[src/dsp_pkg.sv]
// Constants, register map and state type for the dual serial port pin block.
// Assumes a 10 MHz mclk and a 32-bit APB register bus.
package dsp_pkg;
  // ----------------------------------------------------------------
  // Register map (byte addresses)
  // ----------------------------------------------------------------
  localparam int unsigned ADDR_W      = 8;
  localparam logic [7:0]  OFF_CTL_A   = 8'h00;
  localparam logic [7:0]  OFF_STAT_A  = 8'h04;
  localparam logic [7:0]  OFF_CTL_B   = 8'h08;
  localparam logic [7:0]  OFF_STAT_B  = 8'h0C;
  localparam logic [7:0]  OFF_STRAP   = 8'h10;
  localparam logic [7:0]  PORT_STRIDE = 8'h08;
  // ----------------------------------------------------------------
  // Modem control register fields
  // ----------------------------------------------------------------
  localparam int unsigned CTL_DTR   = 0;
  localparam int unsigned CTL_RTS   = 1;
  localparam int unsigned CTL_TXD   = 2;
  localparam int unsigned CTL_W     = 3;
  localparam logic [2:0]  CTL_RESET = 3'h4;
  // ----------------------------------------------------------------
  // Handshake status register fields
  // ----------------------------------------------------------------
  localparam int unsigned ST_DELTA_LSB = 0;
  localparam int unsigned ST_HS_LSB    = 4;
  localparam int unsigned ST_SIN       = 8;
  localparam int unsigned HS_W         = 4;
  // ----------------------------------------------------------------
  // Synchronised input vector layout
  // ----------------------------------------------------------------
  localparam int unsigned IN_W         = 15;
  localparam int unsigned IN_PER_PORT  = 5;
  localparam int unsigned IN_CTS       = 0;
  localparam int unsigned IN_DSR       = 1;
  localparam int unsigned IN_RI        = 2;
  localparam int unsigned IN_DCD       = 3;
  localparam int unsigned IN_SIN       = 4;
  localparam int unsigned IN_STRAP_LSB = 10;
  // ----------------------------------------------------------------
  // Strap configuration bits
  // ----------------------------------------------------------------
  localparam int unsigned CFG_ADDR_SEL = 0;
  localparam int unsigned CFG_IR_SEL   = 1;
  localparam int unsigned CFG_PNP      = 2;
  localparam int unsigned CFG_GAME_DMA = 3;
  localparam int unsigned CFG_IRQ_GPIO = 4;
  localparam int unsigned CFG_W        = 5;
  localparam logic [31:0] DATA_ZERO    = 32'h0000_0000;
  typedef enum logic [1:0] {
    ST_RESET = 2'b00,
    ST_LATCH = 2'b01,
    ST_RUN   = 2'b11
  } dsp_state_t;
endpackage

[src/dsp_regbus_if.sv]
// Internal register strobe bundle between the APB slave and the register file.
// Assumes both ends run on mclk.
`timescale 1ns/1ps
`default_nettype none
interface dsp_regbus_if;
  logic        wr;
  logic        rd;
  logic [7:0]  addr;
  logic [31:0] wdata;
  logic [31:0] rdata;
  logic        hit;
  modport bus  (output wr, rd, addr, wdata, input rdata, hit);
  modport regs (input wr, rd, addr, wdata, output rdata, hit);
endinterface
`default_nettype wire

[src/dsp_sync.sv]
// Two-stage synchroniser for asynchronous pin inputs.
// Assumes inputs are quasi-static levels relative to mclk.
`timescale 1ns/1ps
`default_nettype none
module dsp_sync #(
  parameter int unsigned W = 1
) (
  input  wire  logic         mclk,
  input  wire  logic [W-1:0] din,
  output var   logic [W-1:0] dout
);
  logic [W-1:0] meta_ff;
  logic [W-1:0] hold_ff;
  // No reset: strap levels must flow through while reset is held
  always_ff @(posedge mclk) begin
    meta_ff <= din;
    hold_ff <= meta_ff;
  end
  assign dout = hold_ff;
endmodule // dsp_sync
`default_nettype wire

[src/dsp_apb_slave.sv]
// APB slave front end: zero-wait-state, registered read data.
// Assumes the register file answers combinationally on the strobe bundle.
`timescale 1ns/1ps
`default_nettype none
module dsp_apb_slave (
  input  wire  logic        mclk,
  input  wire  logic        rst,
  input  wire  logic        psel,
  input  wire  logic        penable,
  input  wire  logic        pwrite,
  input  wire  logic [7:0]  paddr,
  input  wire  logic [31:0] pwdata,
  output var   logic [31:0] prdata,
  output var   logic        pready,
  output var   logic        pslverr,
  dsp_regbus_if.bus         rb
);
  logic [31:0] rdata_ff;
  logic [31:0] nxt_rdata;
  logic        access;
  assign access   = psel & penable;
  assign rb.addr  = paddr;
  assign rb.wdata = pwdata;
  assign rb.wr    = access & pwrite;
  assign rb.rd    = access & ~pwrite;
  assign pready   = 1'b1;
  assign pslverr  = access & ~rb.hit;
  assign prdata   = rdata_ff;
  // Read data captured in the setup cycle so it is stable in access
  always_comb begin
    nxt_rdata = rdata_ff;
    if (psel & ~penable) begin
      nxt_rdata = (~pwrite & rb.hit) ? rb.rdata : dsp_pkg::DATA_ZERO;
    end
  end
  always_ff @(posedge mclk) begin
    if (rst) begin
      rdata_ff <= dsp_pkg::DATA_ZERO;
    end else begin
      rdata_ff <= nxt_rdata;
    end
  end
endmodule // dsp_apb_slave
`default_nettype wire

[src/dsp_serial_pins.sv]
// Top of the dual serial port pin block: modem lines, serial pins, straps.
// Assumes an APB master on mclk and the modem lines asynchronous to it.
//
// Added by the designer: the register offsets and register access over APB.
`timescale 1ns/1ps
`default_nettype none
module dsp_serial_pins (
  input  wire  logic        mclk,
  input  wire  logic        rst,
  input  wire  logic        psel,
  input  wire  logic        penable,
  input  wire  logic        pwrite,
  input  wire  logic [7:0]  paddr,
  input  wire  logic [31:0] pwdata,
  output var   logic [31:0] prdata,
  output var   logic        pready,
  output var   logic        pslverr,
  input  wire  logic        clear_to_send_a,
  input  wire  logic        clear_to_send_b,
  input  wire  logic        set_ready_a,
  input  wire  logic        set_ready_b,
  input  wire  logic        carrier_detect_a,
  input  wire  logic        carrier_detect_b,
  input  wire  logic        ring_in_a,
  input  wire  logic        ring_in_b,
  input  wire  logic        serial_in_a,
  input  wire  logic        serial_in_b,
  input  wire  logic        serial_out_a_i,
  output var   logic        serial_out_a_o,
  output var   logic        serial_out_a_oe,
  input  wire  logic        serial_out_b_i,
  output var   logic        serial_out_b_o,
  output var   logic        serial_out_b_oe,
  input  wire  logic        terminal_ready_a_i,
  output var   logic        terminal_ready_a_o,
  output var   logic        terminal_ready_a_oe,
  output var   logic        terminal_ready_b,
  input  wire  logic        send_request_a_i,
  output var   logic        send_request_a_o,
  output var   logic        send_request_a_oe,
  input  wire  logic        send_request_b_i,
  output var   logic        send_request_b_o,
  output var   logic        send_request_b_oe,
  output var   logic        address_select_bit,
  output var   logic        infrared_select_bit,
  output var   logic        pnp_compat_bit,
  output var   logic        game_dma_select_bit,
  output var   logic        irq_gpio_select_bit
);
  // ----------------------------------------------------------------
  // Declarations
  // ----------------------------------------------------------------
  dsp_regbus_if rb ();
  logic [dsp_pkg::IN_W-1:0]  rawIn;
  logic [dsp_pkg::IN_W-1:0]  syncIn;
  dsp_pkg::dsp_state_t       state_ff;
  dsp_pkg::dsp_state_t       nxt_state;
  logic [dsp_pkg::CFG_W-1:0] cfg_ff;
  logic [dsp_pkg::CFG_W-1:0] nxt_cfg;
  logic [dsp_pkg::CTL_W-1:0] ctl_ff   [2];
  logic [dsp_pkg::CTL_W-1:0] nxt_ctl  [2];
  logic [dsp_pkg::HS_W-1:0]  hs_ff    [2];
  logic [dsp_pkg::HS_W-1:0]  nxt_hs   [2];
  logic [dsp_pkg::HS_W-1:0]  delta_ff [2];
  logic [dsp_pkg::HS_W-1:0]  nxt_delta[2];
  logic [1:0]                sin_ff;
  logic [1:0]                nxt_sin;
  logic [31:0]               statWord [2];
  logic [5:0]                pinO_ff;
  logic [5:0]                nxt_pinO;
  logic                      drive_ff;
  logic                      nxt_drive;
  logic                      irTxd;
  // ----------------------------------------------------------------
  // Pin synchronisers
  // ----------------------------------------------------------------
  assign rawIn = {send_request_b_i, serial_out_b_i, send_request_a_i,
                  serial_out_a_i, terminal_ready_a_i,
                  serial_in_b, carrier_detect_b, ring_in_b, set_ready_b,
                  clear_to_send_b,
                  serial_in_a, carrier_detect_a, ring_in_a, set_ready_a,
                  clear_to_send_a};
  dsp_sync #(.W(dsp_pkg::IN_W)) u_sync (
    .mclk (mclk),
    .din  (rawIn),
    .dout (syncIn)
  );
  dsp_apb_slave u_apb (
    .mclk    (mclk),
    .rst     (rst),
    .psel    (psel),
    .penable (penable),
    .pwrite  (pwrite),
    .paddr   (paddr),
    .pwdata  (pwdata),
    .prdata  (prdata),
    .pready  (pready),
    .pslverr (pslverr),
    .rb      (rb)
  );
  // ----------------------------------------------------------------
  // Reset sequencer and strap capture
  // ----------------------------------------------------------------
  always_comb begin
    nxt_state = state_ff;
    nxt_cfg   = cfg_ff;
    case (state_ff)
      dsp_pkg::ST_RESET: begin
        nxt_state = dsp_pkg::ST_LATCH;
      end
      dsp_pkg::ST_LATCH: begin
        // Pins still released; synced levels date from reset time
        nxt_cfg   = syncIn[dsp_pkg::IN_STRAP_LSB +: dsp_pkg::CFG_W];
        nxt_state = dsp_pkg::ST_RUN;
      end
      dsp_pkg::ST_RUN: begin
        if (rb.wr && rb.addr == dsp_pkg::OFF_STRAP) begin
          nxt_cfg = rb.wdata[dsp_pkg::CFG_W-1:0];
        end
      end
      default: begin
        nxt_state = dsp_pkg::ST_RESET;
      end
    endcase
  end
  always_ff @(posedge mclk) begin
    if (rst) begin
      state_ff <= dsp_pkg::ST_RESET;
      cfg_ff   <= '0;
    end else begin
      state_ff <= nxt_state;
      cfg_ff   <= nxt_cfg;
    end
  end
  // ----------------------------------------------------------------
  // Per-port modem control and handshake status
  // ----------------------------------------------------------------
  for (genvar p = 0; p < 2; p++) begin : g_port
    localparam int unsigned BASE = p * dsp_pkg::IN_PER_PORT;
    localparam logic [7:0] CTL_OFF = dsp_pkg::OFF_CTL_A + 8'(p) * dsp_pkg::PORT_STRIDE;
    localparam logic [7:0] ST_OFF = dsp_pkg::OFF_STAT_A + 8'(p) * dsp_pkg::PORT_STRIDE;
    logic [dsp_pkg::HS_W-1:0] hsNow;
    // Active-low pins seen as asserted-high flags
    assign hsNow = ~{syncIn[BASE + dsp_pkg::IN_DCD],
                     syncIn[BASE + dsp_pkg::IN_RI],
                     syncIn[BASE + dsp_pkg::IN_DSR],
                     syncIn[BASE + dsp_pkg::IN_CTS]};
    assign statWord[p] = {23'h00_0000, sin_ff[p], hs_ff[p], delta_ff[p]};
    always_comb begin
      nxt_ctl[p]   = ctl_ff[p];
      nxt_hs[p]    = hsNow;
      nxt_delta[p] = delta_ff[p];
      nxt_sin[p]   = syncIn[BASE + dsp_pkg::IN_SIN];
      if (rb.wr && rb.addr == CTL_OFF) begin
        nxt_ctl[p] = rb.wdata[dsp_pkg::CTL_W-1:0];
      end
      // Clear only the flags that the captured read word reported
      if (rb.rd && rb.addr == ST_OFF) begin
        nxt_delta[p] = delta_ff[p] & ~prdata[dsp_pkg::ST_DELTA_LSB +: dsp_pkg::HS_W];
      end
      // A change in the clearing cycle still sets its flag
      nxt_delta[p] = nxt_delta[p] | (hsNow ^ hs_ff[p]);
    end
    always_ff @(posedge mclk) begin
      if (rst) begin
        ctl_ff[p]   <= dsp_pkg::CTL_RESET;
        hs_ff[p]    <= '0;
        delta_ff[p] <= '0;
        sin_ff[p]   <= 1'b1;
      end else begin
        ctl_ff[p]   <= nxt_ctl[p];
        hs_ff[p]    <= nxt_hs[p];
        delta_ff[p] <= nxt_delta[p];
        sin_ff[p]   <= nxt_sin[p];
      end
    end
  end
  // ----------------------------------------------------------------
  // Register read mux
  // ----------------------------------------------------------------
  always_comb begin
    rb.hit   = 1'b1;
    rb.rdata = dsp_pkg::DATA_ZERO;
    case (rb.addr)
      dsp_pkg::OFF_CTL_A:  rb.rdata = {29'h0000_0000, ctl_ff[0]};
      dsp_pkg::OFF_STAT_A: rb.rdata = statWord[0];
      dsp_pkg::OFF_CTL_B:  rb.rdata = {29'h0000_0000, ctl_ff[1]};
      dsp_pkg::OFF_STAT_B: rb.rdata = statWord[1];
      dsp_pkg::OFF_STRAP:  rb.rdata = {27'h000_0000, cfg_ff};
      default:             rb.hit   = 1'b0;
    endcase
  end
  // ----------------------------------------------------------------
  // Pin drivers
  // ----------------------------------------------------------------
  // Infrared mode idles the shared port B transmitter low
  assign irTxd = cfg_ff[dsp_pkg::CFG_IR_SEL] ? ~ctl_ff[1][dsp_pkg::CTL_TXD]
                                             : ctl_ff[1][dsp_pkg::CTL_TXD];
  always_comb begin
    nxt_drive = (state_ff == dsp_pkg::ST_RUN);
    nxt_pinO  = {~ctl_ff[1][dsp_pkg::CTL_DTR],
                 ~ctl_ff[1][dsp_pkg::CTL_RTS],
                 ~ctl_ff[0][dsp_pkg::CTL_RTS],
                 ~ctl_ff[0][dsp_pkg::CTL_DTR],
                 irTxd,
                 ctl_ff[0][dsp_pkg::CTL_TXD]};
  end
  always_ff @(posedge mclk) begin
    if (rst) begin
      drive_ff <= 1'b0;
      pinO_ff  <= 6'h3F;
    end else begin
      drive_ff <= nxt_drive;
      pinO_ff  <= nxt_pinO;
    end
  end
  assign serial_out_a_o      = pinO_ff[0];
  assign serial_out_b_o      = pinO_ff[1];
  assign terminal_ready_a_o  = pinO_ff[2];
  assign send_request_a_o    = pinO_ff[3];
  assign send_request_b_o    = pinO_ff[4];
  assign terminal_ready_b    = pinO_ff[5];
  assign serial_out_a_oe     = drive_ff;
  assign serial_out_b_oe     = drive_ff;
  assign terminal_ready_a_oe = drive_ff;
  assign send_request_a_oe   = drive_ff;
  assign send_request_b_oe   = drive_ff;
  assign address_select_bit  = cfg_ff[dsp_pkg::CFG_ADDR_SEL];
  assign infrared_select_bit = cfg_ff[dsp_pkg::CFG_IR_SEL];
  assign pnp_compat_bit      = cfg_ff[dsp_pkg::CFG_PNP];
  assign game_dma_select_bit = cfg_ff[dsp_pkg::CFG_GAME_DMA];
  assign irq_gpio_select_bit = cfg_ff[dsp_pkg::CFG_IRQ_GPIO];
endmodule // dsp_serial_pins
`default_nettype wire

[config.mk]
export PLATFORM = sky130hd
export DESIGN_NAME = dsp_serial_pins
export DESIGN_NICKNAME = d
export VERILOG_FILES = /design/src/dsp_pkg.sv /design/src/dsp_regbus_if.sv /design/src/dsp_sync.sv /design/src/dsp_apb_slave.sv /design/src/dsp_serial_pins.sv
export SDC_FILE = /design/constraint.sdc
export NUM_CORES = 1
export LEC_CHECK = 0
export ABC_AREA = 1
export BUFFER_PORTS_ARGS = -buffer_cell sky130_fd_sc_hd__buf_2
export CAP_MARGIN = 20
export CORE_ASPECT_RATIO = 2
export CORE_MARGIN = 2
export CORE_UTILIZATION = 32
export CTS_CLUSTER_DIAMETER = 40
export CTS_CLUSTER_SIZE = 10
export DETAILED_ROUTE_END_ITERATION = 7
export GPL_TIMING_DRIVEN = 0
export SKIP_CTS_REPAIR_TIMING = 1
export SKIP_LAST_GASP = 1
export SLEW_MARGIN = 15
export SYNTH_ARGS = -nofsm -noshare
export SYNTH_HDL_FRONTEND = slang
export SYNTH_SLANG_ARGS = --single-unit
[constraint.sdc]
create_clock -name mclk -period 1.5 [get_ports mclk]
set_input_delay 0.15 -clock mclk [delete_from_list [all_inputs] [get_ports mclk]]
set_output_delay 0.15 -clock mclk [all_outputs]
set_load 0.005 [all_outputs]
## Word level (Yosys, flattened, before mapping)

Memory sizes are Yosys's and may differ from the RTL's.
Cells that the tools add are included.

| storage, ports and cells | value |
|---|---|
| flip-flop bits (word level) | 78 |
| memory bits (writable) | 22 |
| output and inout port bits | 50 |
| logic and storage cells | 78 |
| memories | 3 |

Memory list:

| memory | words | width | rd ports | clocked after memory_dff | write ports | line | RTL |
|---|---|---|---|---|---|---|---|
| delta_ff | 2 | 4 | 2 | 0 | 2 | dsp_serial_pins.sv:64 | `logic [dsp_pkg::HS_W-1:0] delta_ff [2];` |
| hs_ff | 2 | 4 | 2 | 0 | 2 | dsp_serial_pins.sv:62 | `logic [dsp_pkg::HS_W-1:0] hs_ff [2];` |
| ctl_ff | 2 | 3 | 2 | 0 | 2 | dsp_serial_pins.sv:60 | `logic [dsp_pkg::CTL_W-1:0] ctl_ff [2];` |

| cells by class | value |
|---|---|
| equal/unequal tests | 7 |
| multiplexer cells | 20 |
| bitwise logic cells | 29 |
| reduce and logical (&&, ||, !) cells | 10 |

Operators with widths:

| operator | number |
|---|---|
| 9-bit case mux with 5 select lines | 1 |
| 4-bit two-way mux | 6 |
| 8-bit by 4-bit == test with 1-bit output (second input constant) | 2 |
| 3-bit two-way mux | 4 |
| 4-bit inverter | 3 |
| 5-bit case mux with 2 select lines | 1 |
| 9-bit two-way mux | 1 |
| 4-bit bitwise AND | 2 |
| 8-bit by 3-bit == test with 1-bit output (second input constant) | 1 |
| 8-bit by 5-bit == test with 1-bit output (second input constant) | 1 |
| 8-bit logical NOT | 1 |
| 1-bit inverter | 8 |
| 4-bit bitwise OR | 2 |
| 4-bit bitwise XOR | 2 |
| 1-bit bitwise AND | 6 |
| 1-bit bitwise OR | 6 |
| 2-bit case mux with 3 select lines | 1 |
| 1-bit logical AND | 5 |
| 1-bit two-way mux | 5 |
| 5-bit two-way mux | 1 |
| 5-bit OR reduction | 1 |
| 2-bit by 1-bit == test with 1-bit output (second input constant) | 1 |
| 2-bit == test (second input constant) | 1 |
| 2-bit logical NOT | 1 |
| 3 further kinds | 3 |

## Depth between registers and ports, before layout

Gate-level depths: netlist of the first run.

| depth | value |
|---|---|
| depth after elaboration | 6 |
| depth in mapped cells | 9 |
| depth with buffers taken out | 9 |

## Modules after synthesis

From an unflattened synthesis of the first run, not the netlist that was laid out.

| unflattened totals | value |
|---|---|
| cell total of the unflattened synthesis | 563 |
| area total of the unflattened synthesis | 4300.4 sq um |

Modules (own cells, without submodules):

| module | times used | cells each | area each (sq um) | seq. area each (sq um) |
|---|---|---|---|---|
| dsp_serial_pins | 1 | 242 | 1861.8 | 760.7 |
| dsp_apb_slave | 1 | 291 | 1838.0 | 640.6 |
| dsp_sync | 1 | 30 | 600.6 | 600.6 |

## Worst setup path before layout of the first run

No wires, ideal clock.

| timing path | value |
|---|---|
| path kind | register to register |
| start | reg state_ff[0] |
| end | reg cfg_ff[2] in the netlist's numbering |
| library setup time | 0.116 ns |
| arrival | 0.975 ns |
| required time | 1.384 ns |
| setup slack | 0.409 ns |
| cell stages (with the launch flop) | 5 |
| buffers on the path | 0 |
| path through | dfxtp_1 > nand2_2 > mux2_2 > o21ai_0 > nor2_1 |

| on the way | value |
|---|---|
| longest elaborated chain between the ends | 3 |

RTL lines:

| item | line | RTL |
|---|---|---|
| start: declaration | dsp_serial_pins.sv:56 | `dsp_pkg::dsp_state_t state_ff;` |
| start signal: assignment | dsp_serial_pins.sv:128 | `state_ff <= dsp_pkg::ST_RESET;` |
| start signal: assignment | dsp_serial_pins.sv:131 | `state_ff <= nxt_state;` |
| 2-bit == test or 2-bit by 1-bit == test with 1-bit output (tied branches) | dsp_serial_pins.sv:107 | `case (state_ff)` |
| 2-bit by 1-bit != test with 1-bit output (no line) or 2-bit nonzero test (tied branches) | n/a |  |
| 2-bit AND reduction (no line) | n/a |  |
| end signal: assignment | dsp_serial_pins.sv:132 | `cfg_ff <= nxt_cfg;` |
| end: declaration | dsp_serial_pins.sv:58 | `logic [dsp_pkg::CFG_W-1:0] cfg_ff;` |

Parallel ways exist; a longest one is shown, timed or not.
A chain may end at the register's enable or synchronous reset.

## Final worst setup path of the first run

Ends and elaborated chain as after synthesis.

==> key figures, run 1 <==
Run status
  – Outcome: complete, no violations

Synthesis
  – Post-Synthesis Cells: 325
  – Post-synth top area cell: dfxtp_1
  – Post-synth ARST share: 0%
  – Post-synth top area share: a little over half
  – Commonest cells post-synth: dfxtp_1, nand2_1, nand3_1
  – Count leader, synth: dfxtp_1
  – Syn avg cell area: 8.73 µm²
  – #FFs+latches synth: 77
  – Post-synthesis sequential area ratio: approximately 54%
  – Top_reg_cell synth: dfxtp_1
  – Synth Cell Area: ~0.0028 mm²
  – Area contributors post-synth: dfxtp_1, nand2_1, buf_4
  – Synth cell types: 24
  – Number of synthesized flops with an enable pin: 0
  – Synth Warn #: 0

Placement
  – Placed Instances: just over 500
  – Post-DP Area: ~0.0033 mm²
  – HPWL Detailed: approximately 4.6 mm
  – GPL Wtd Cong: 0.809
  – # port buffers: 58

Detailed routing
  – Vias: between 2,000 and 2,500
  – WL/cell: 11.2 µm
  – Vias per cell: about 4.3
  – Initial DRC count: between 100 and 150
  – Drt total wl: 5.98 mm
  – Post-route DRC: 0
  – DRT antenna net count: 0
  – 1st-pass router iterations: 4

Worst setup path
  – Reg2reg end: cfg_ff[2]$_SDFFE_PP0P_
  – Worst EP required: ~1.7 ns
  – Critical R2R Launch: state_ff[0]$_SDFFE_PP0N_
  – Path depth of the worst reg2reg path: 4
  – Internal reg-to-reg setup slack: ~0.30 ns
  – Slowest cell on the critical path: dfxtp_1
  – CP Cell Sequence: nand2_2 > mux2_2 > o21ai_0 > nor2_1
  – Critical path class: reg -> reg
  – Startpoint types: flip-flop
  – CP arrival: around 1.4 ns
  – CP bufs+invs: 0
  – Critical Path Max Stage Delay: roughly 0.35 ns
  – Cell family with most CP delay: flip-flops
  – Crit path max fanout: 8
  – Critical path capture point type: flip-flop

Min path
  – HP Class: in -> reg
  – Endpoint, Worst Hold: ctl_ff[0][2]$_SDFFE_PP1P_
  – Hold path cells: 3
  – HP Start: pwdata[2]

Global route
  – Global-route wire length before repair: between 9 and 10 mm
  – Initial antenna violation count: 0
  – Vias in the first global route: around 2,100
  – Grt total ovfl: 0
  – Largest net degree at the start of global routing: 13
  – GRT Util Overall: about an eighth

Clock tree
  – CTS tree: built
  – CTS Buffer Depth: 2
  – Root buf cell: clkbuf_16
  – Clock Latency Late Sink: 0.32 ns
  – Worst-path clk slew: 0.06 ns
  – TritonCTS Buffers: 9
  – Clock Sinks: 77
  – Clock H-tree levels: 3

Pwr
  – VDD IR-drop max: between 0.7 and 0.8 mV
  – Pwr dens: around 1200 mW/mm²
  – Lkg Pwr: between 1.5 and 2 nW

Layout
  – Number of antenna diodes: 0
  – Layout cells sized above 1: a little under a third
  – Area grow syn2layout: 33.2%
  – Final net count: 491
  – Fin area: 0.00378 mm²
  – Final Instance Count excl. Fillers: 536
  – # fillers: ~900

Floorplanning
  – Core area: approximately 0.0086 mm²
  – Die width: 70.6 µm
  – Row cnt: 48
  – Die Span Y: ~140 µm
  – Starting Density: 32.8%
  – Die ar.: between 0.009 and 0.01 mm²
  – Ports: 110

Timing
  – Clock Skews: ~0.0057 ns
  – Total negative slack: 0 ns
  – Setup Viol. Count Final: 0
  – Final count of hold timing violations: 0
  – Minimum clock period: about 1.2 ns
  – Unrepaired setup endpoints after global routing: no
  – Final Cycle Share: between 70% and 80%
  – Fmax achieved: about 840 MHz
  – Hold_ws: between 0.08 and 0.09 ns
  – Final Max Tran Viols: 0

Job
  – Max-cap violations: 0
sequential cells by signal, indices dropped and copies added, names as in the netlist:
name / count
send_request_a_oe: 1
u_apb.prdata: 9
delta_ff: 8
u_sync.dout: 15
state_ff: 2
cfg_ff: 5
sin_ff: 2
hs_ff: 8
ctl_ff: 6
pinO_ff: 6
u_sync.meta_ff: 15
worst max-delay path by stage:
stage	startpoint	endpoint	slack (ns)	cells past startpoint
floorplan	state_ff[0]$_SDFFE_PP0N_	cfg_ff[2]$_SDFFE_PP0P_	0.41	4
global placement	paddr[0]	delta_ff[0][2]$_SDFF_PP0_	0.07	9
detailed placement	paddr[0]	delta_ff[0][0]$_SDFF_PP0_	0.07	9
CTS	state_ff[0]$_SDFFE_PP0N_	cfg_ff[2]$_SDFFE_PP0P_	0.29	4
global route	state_ff[0]$_SDFFE_PP0N_	cfg_ff[2]$_SDFFE_PP0P_	0.25	4
finish	state_ff[0]$_SDFFE_PP0N_	cfg_ff[2]$_SDFFE_PP0P_	0.30	4
per-stage QoR:
stage | total power [mW] | utilization [%] | worst slack [ns]
floorplan | 2.42 | - | 0.409
global placement | 2.52 | 38.6 | 0.0740
detailed placement | 2.53 | 38.6 | 0.0669
CTS | 4.64 | 42.0 | 0.293
global route | 4.80 | 43.7 | 0.246
finish | 4.61 | 43.7 | 0.303
worst min-delay path: stages:
cell     delay [ns]
buf_2          0.11
nand2_1        0.06
nand3_1        0.05
cell usage in the layout (no fill, tap or decap), types with 9 or more instances in the layout:
master,n
nand2_1,62
buf_4,30
buf_2,58
nor2_1,25
o21ai_0,11
conb_1,24
nand3_1,34
dfxtp_1,77
clkbuf_16,9
inv_1,13
a21oi_1,22
dlygate4sd3_1,15
metal layers:
| metal | global-route usage [%] | vias up | share of wire (%) |
|---|---|---|---|
| li1 | - | 1198 | - |
| met2 | 24.1 | 70 | 55 |
| met5 | 0 | - | 0 |
| met1 | 12.8 | 998 | 36 |
| met3 | 2.78 | 13 | 5.6 |
| met4 | 9.85 | 0 | 3.6 |
kinds of logic after synthesis:
family | synth area share (%)
compound gates | 7.10
other cells | 0.265
flops | 54.3
xor+xnor | 2.78
simple gates | 22.9
mux | 1.19
buf+inv | 11.4
cell type report:
type / instances / area [µm²] / area share (%)
Clock buffer: 13 / 250 / 6.62
Multi-Input combinational cell: 215 / 1050 / 27.9
Clock inverter: 3 / 45.0 / 1.19
Timing Repair Buffer: 73 / 440 / 11.6
Buffer: 34 / 240 / 6.35
Sequential cell: 77 / 1540 / 40.8
Tap cell: 100 / 125 / 3.31
Inverter: 21 / 83.8 / 2.22
where the power goes:
group / total (mW) / internal, mW / switching, mW / leakage, nW
registers: 2.19 / 2.14 / 0.0479 / 0.640
logic: 0.323 / 0.168 / 0.155 / 1.04
clock network: 2.10 / 1.33 / 0.762 / 0.136
(Power assumes the default switching activity.)
==> run 2, diff against run 1 <==
clock period = 1.13 ns   (was 1.5 ns; I/O delays follow)
==> run 2 against run 1 <==
Against the previous run: the run now ends with setup timing left; setup slack worse by 0.31 ns; non-clock buffer count is 1 higher; design area is 0.69% higher; flip-flop and latch count stayed put; sequential power is 33% higher; clock skew hardly changed; clock-buffer cell count stayed put; combinational power is 35% higher; routed wire length hardly changed; largest cell class unchanged.
==> key figures, run 2 (same netlist as run 1, synthesis figures left out) <==
Detailed routing
  – Post-route DRC: 0 (unchanged)
  – WL/cell: 11.1 µm (-0.10%)
  – DRT antenna net count: 0 (unchanged)
  – Vias: 2,283 (+0.18%)
  – Vias per cell: 4.25 (about the same)
  – Initial DRC count: 100 (-2.0%)
  – Drt total wl: 5.99 mm (about the same)
  – 1st-pass router iterations: 4 (unchanged)

Timing
  – Final Max Tran Viols: 0 (unchanged)
  – Hold_ws: 0.0500 ns (-0.0338 ns)
  – Final count of hold timing violations: 0 (unchanged)
  – Final worst slack: -0.00540 ns (-0.308 ns)
  – Unrepaired setup endpoints after global routing: yes
  – Final Cycle Share: 100% (+21 points)
  – Fmax achieved: 881 MHz (+5.5%)
  – Total negative slack: -0.00540 ns (-0.00540 ns)
  – Setup Viol. Count Final: 1 (+1)
  – Minimum clock period: 1.14 ns (-0.0621 ns)
  – Clock Skews: 0.00528 ns (-0.000462 ns)

Clock tree
  – CTS Buffer Depth: 2 (unchanged)
  – Clock H-tree levels: 3 (unchanged)
  – Clock Latency Late Sink: 0.32 ns (about the same)
  – Worst-path clk slew: 0.06 ns (about the same)
  – CTS tree: built
  – Clock Sinks: 77 (unchanged)
  – Root buf cell: clkbuf_16
  – TritonCTS Buffers: 9 (unchanged)

Pwr
  – Pwr dens: 1610 mW/mm² (+32%)
  – Power Total: 6.12 mW (+33%)
  – Lkg Pwr: 1.84 nW (+1.2%)
  – Switching part of the total: 20.9% (-0.056 points)
  – Clock power frac: 45.3% (-0.2 points)
  – VDD IR-drop max: 0.932 mV (+33%)
  – Switch Pwr: 1.28 mW (+32%)
  – Sequential group share of total power: 47.6% (about the same)
  – Fraction of power consumed by combinational cells: 7.1% (about the same)
  – P_int: 4.84 mW (+33%)

Placement
  – HPWL Detailed: 4.63 mm (unchanged)
  – GPL Wtd Cong: 0.809 (unchanged)
  – Post-DP Area: 0.00334 mm² (unchanged)
  – Placed Instances: 505 (unchanged)
  – # port buffers: 58 (unchanged)
  – Dpl ws: -0.266 ns (-0.333 ns)

Job
  – Max-cap violations: 0 (unchanged)

Floorplanning
  – Core area: 0.00865 mm² (unchanged)
  – Die width: 70.6 µm (unchanged)
  – Die Span Y: 137 µm (unchanged)
  – Row cnt: 48 (unchanged)
  – Die ar.: 0.00968 mm² (unchanged)
  – Ports: 110 (unchanged)
  – Starting Density: 32.8% (unchanged)

Global route
  – Grt total ovfl: 0 (unchanged)
  – Largest net degree at the start of global routing: 13 (unchanged)
  – Vias in the first global route: 2,147 (unchanged)
  – GRT Util Overall: 13.2% (unchanged)
  – Global-route wire length before repair: 9.76 mm (unchanged)
  – Initial antenna violation count: 0 (unchanged)

Layout
  – Number of antenna diodes: 0 (unchanged)
  – Most frequent cells in the layout: dfxtp_1, nand2_1, buf_2, nand3_1, buf_4
  – Final Instance Count excl. Fillers: 537 (+0.19%)
  – Area grow syn2layout: 34.2%
  – Fin area: 0.00381 mm² (+0.69%)
  – Finished Core Util: 44.0% (+0.30 points)
  – Most common cell after layout, fill and taps aside: dfxtp_1
  – Layout cells sized above 1: 31.1% (+0.39 points)
  – Final net count: 492 (+0.20%)

Worst setup path
  – Slowest cell on the critical path: dfxtp_1
  – Startpoint types: flip-flop
  – CP arrival: 1.35 ns (-0.06 ns)
  – CP Cell Sequence: nand2_4 > mux2_2 > o21ai_0 > nor2_1
  – Critical path capture point type: flip-flop
  – Worst EP required: 1.34 ns (-0.38 ns)
  – Critical Path Max Stage Delay: 0.34 ns (about the same)
  – Crit path max fanout: 8 (unchanged)
  – Critical path class: reg -> reg

Run status
  – Failing checks: setup timing
  – Outcome: finished, violations left

Min path
  – HP Class: in -> reg
run 2: cell count changes in the layout (fill, tap and decap cells not counted):
cell     delta
o21ai_1     +1
o21ai_0     -1
nand2_2     -1
nor3_2      -2
nand2_4     +1
dfxtp_1     -1
nor3_4      +2
buf_4       +1
dfxtp_2     +1
run 2: worst paths after layout:
check / slack, ns / startpoint / cells past startpoint / to
worst max-delay path: -0.005 / state_ff[1]$_SDFFE_PP0N_ / 4 / cfg_ff[2]$_SDFFE_PP0P_
worst min-delay path: 0.05 / pwdata[2] / 3 / ctl_ff[0][2]$_SDFFE_PP1P_
worst max register to register: -0.005 / state_ff[1]$_SDFFE_PP0N_ / 4 / cfg_ff[2]$_SDFFE_PP0P_
worst min register to register: 0.32 / u_sync.meta_ff[3]$_DFF_P_ / 0 / u_sync.dout[3]$_DFF_P_
run 2: cell type report:
type                            instances  area [µm²]
Buffer                                 34         240
Tap cell                              100         125
Sequential cell                        77        1540
Clock inverter                          3        45.0
Fill cell                             892        4840
Clock buffer                           13         250
Inverter                               21        83.8
Multi-Input combinational cell        215        1070
Timing Repair Buffer                   74         448
run 2: routing by layer:
layer	vias to the layer above	GRT usage, %	wire length [µm]
li1	1200	-	-
met1	996	12.8	2150
met2	72	24.1	3290
met3	15	2.78	336
met4	0	9.85	217
met5	-	0	0
run 2: power by group through the flow:
stage / logic (mW) / clock network (mW) / registers [mW]
floorplan: 0.260 / 0 / 2.95
global placement: 0.384 / 0 / 2.96
detailed placement: 0.389 / 0 / 2.97
CTS: 0.391 / 2.86 / 2.91
global route: 0.493 / 2.97 / 2.92
finish: 0.435 / 2.77 / 2.91
run 2: critical path, delay by kind of cell (launching register included):
family	cells	cell delay, ns
AND/OR/NAND/NOR	2	0.18
AO/OA/AOI/OAI	1	0.18
multiplexers	1	0.33
flip-flops	1	0.34
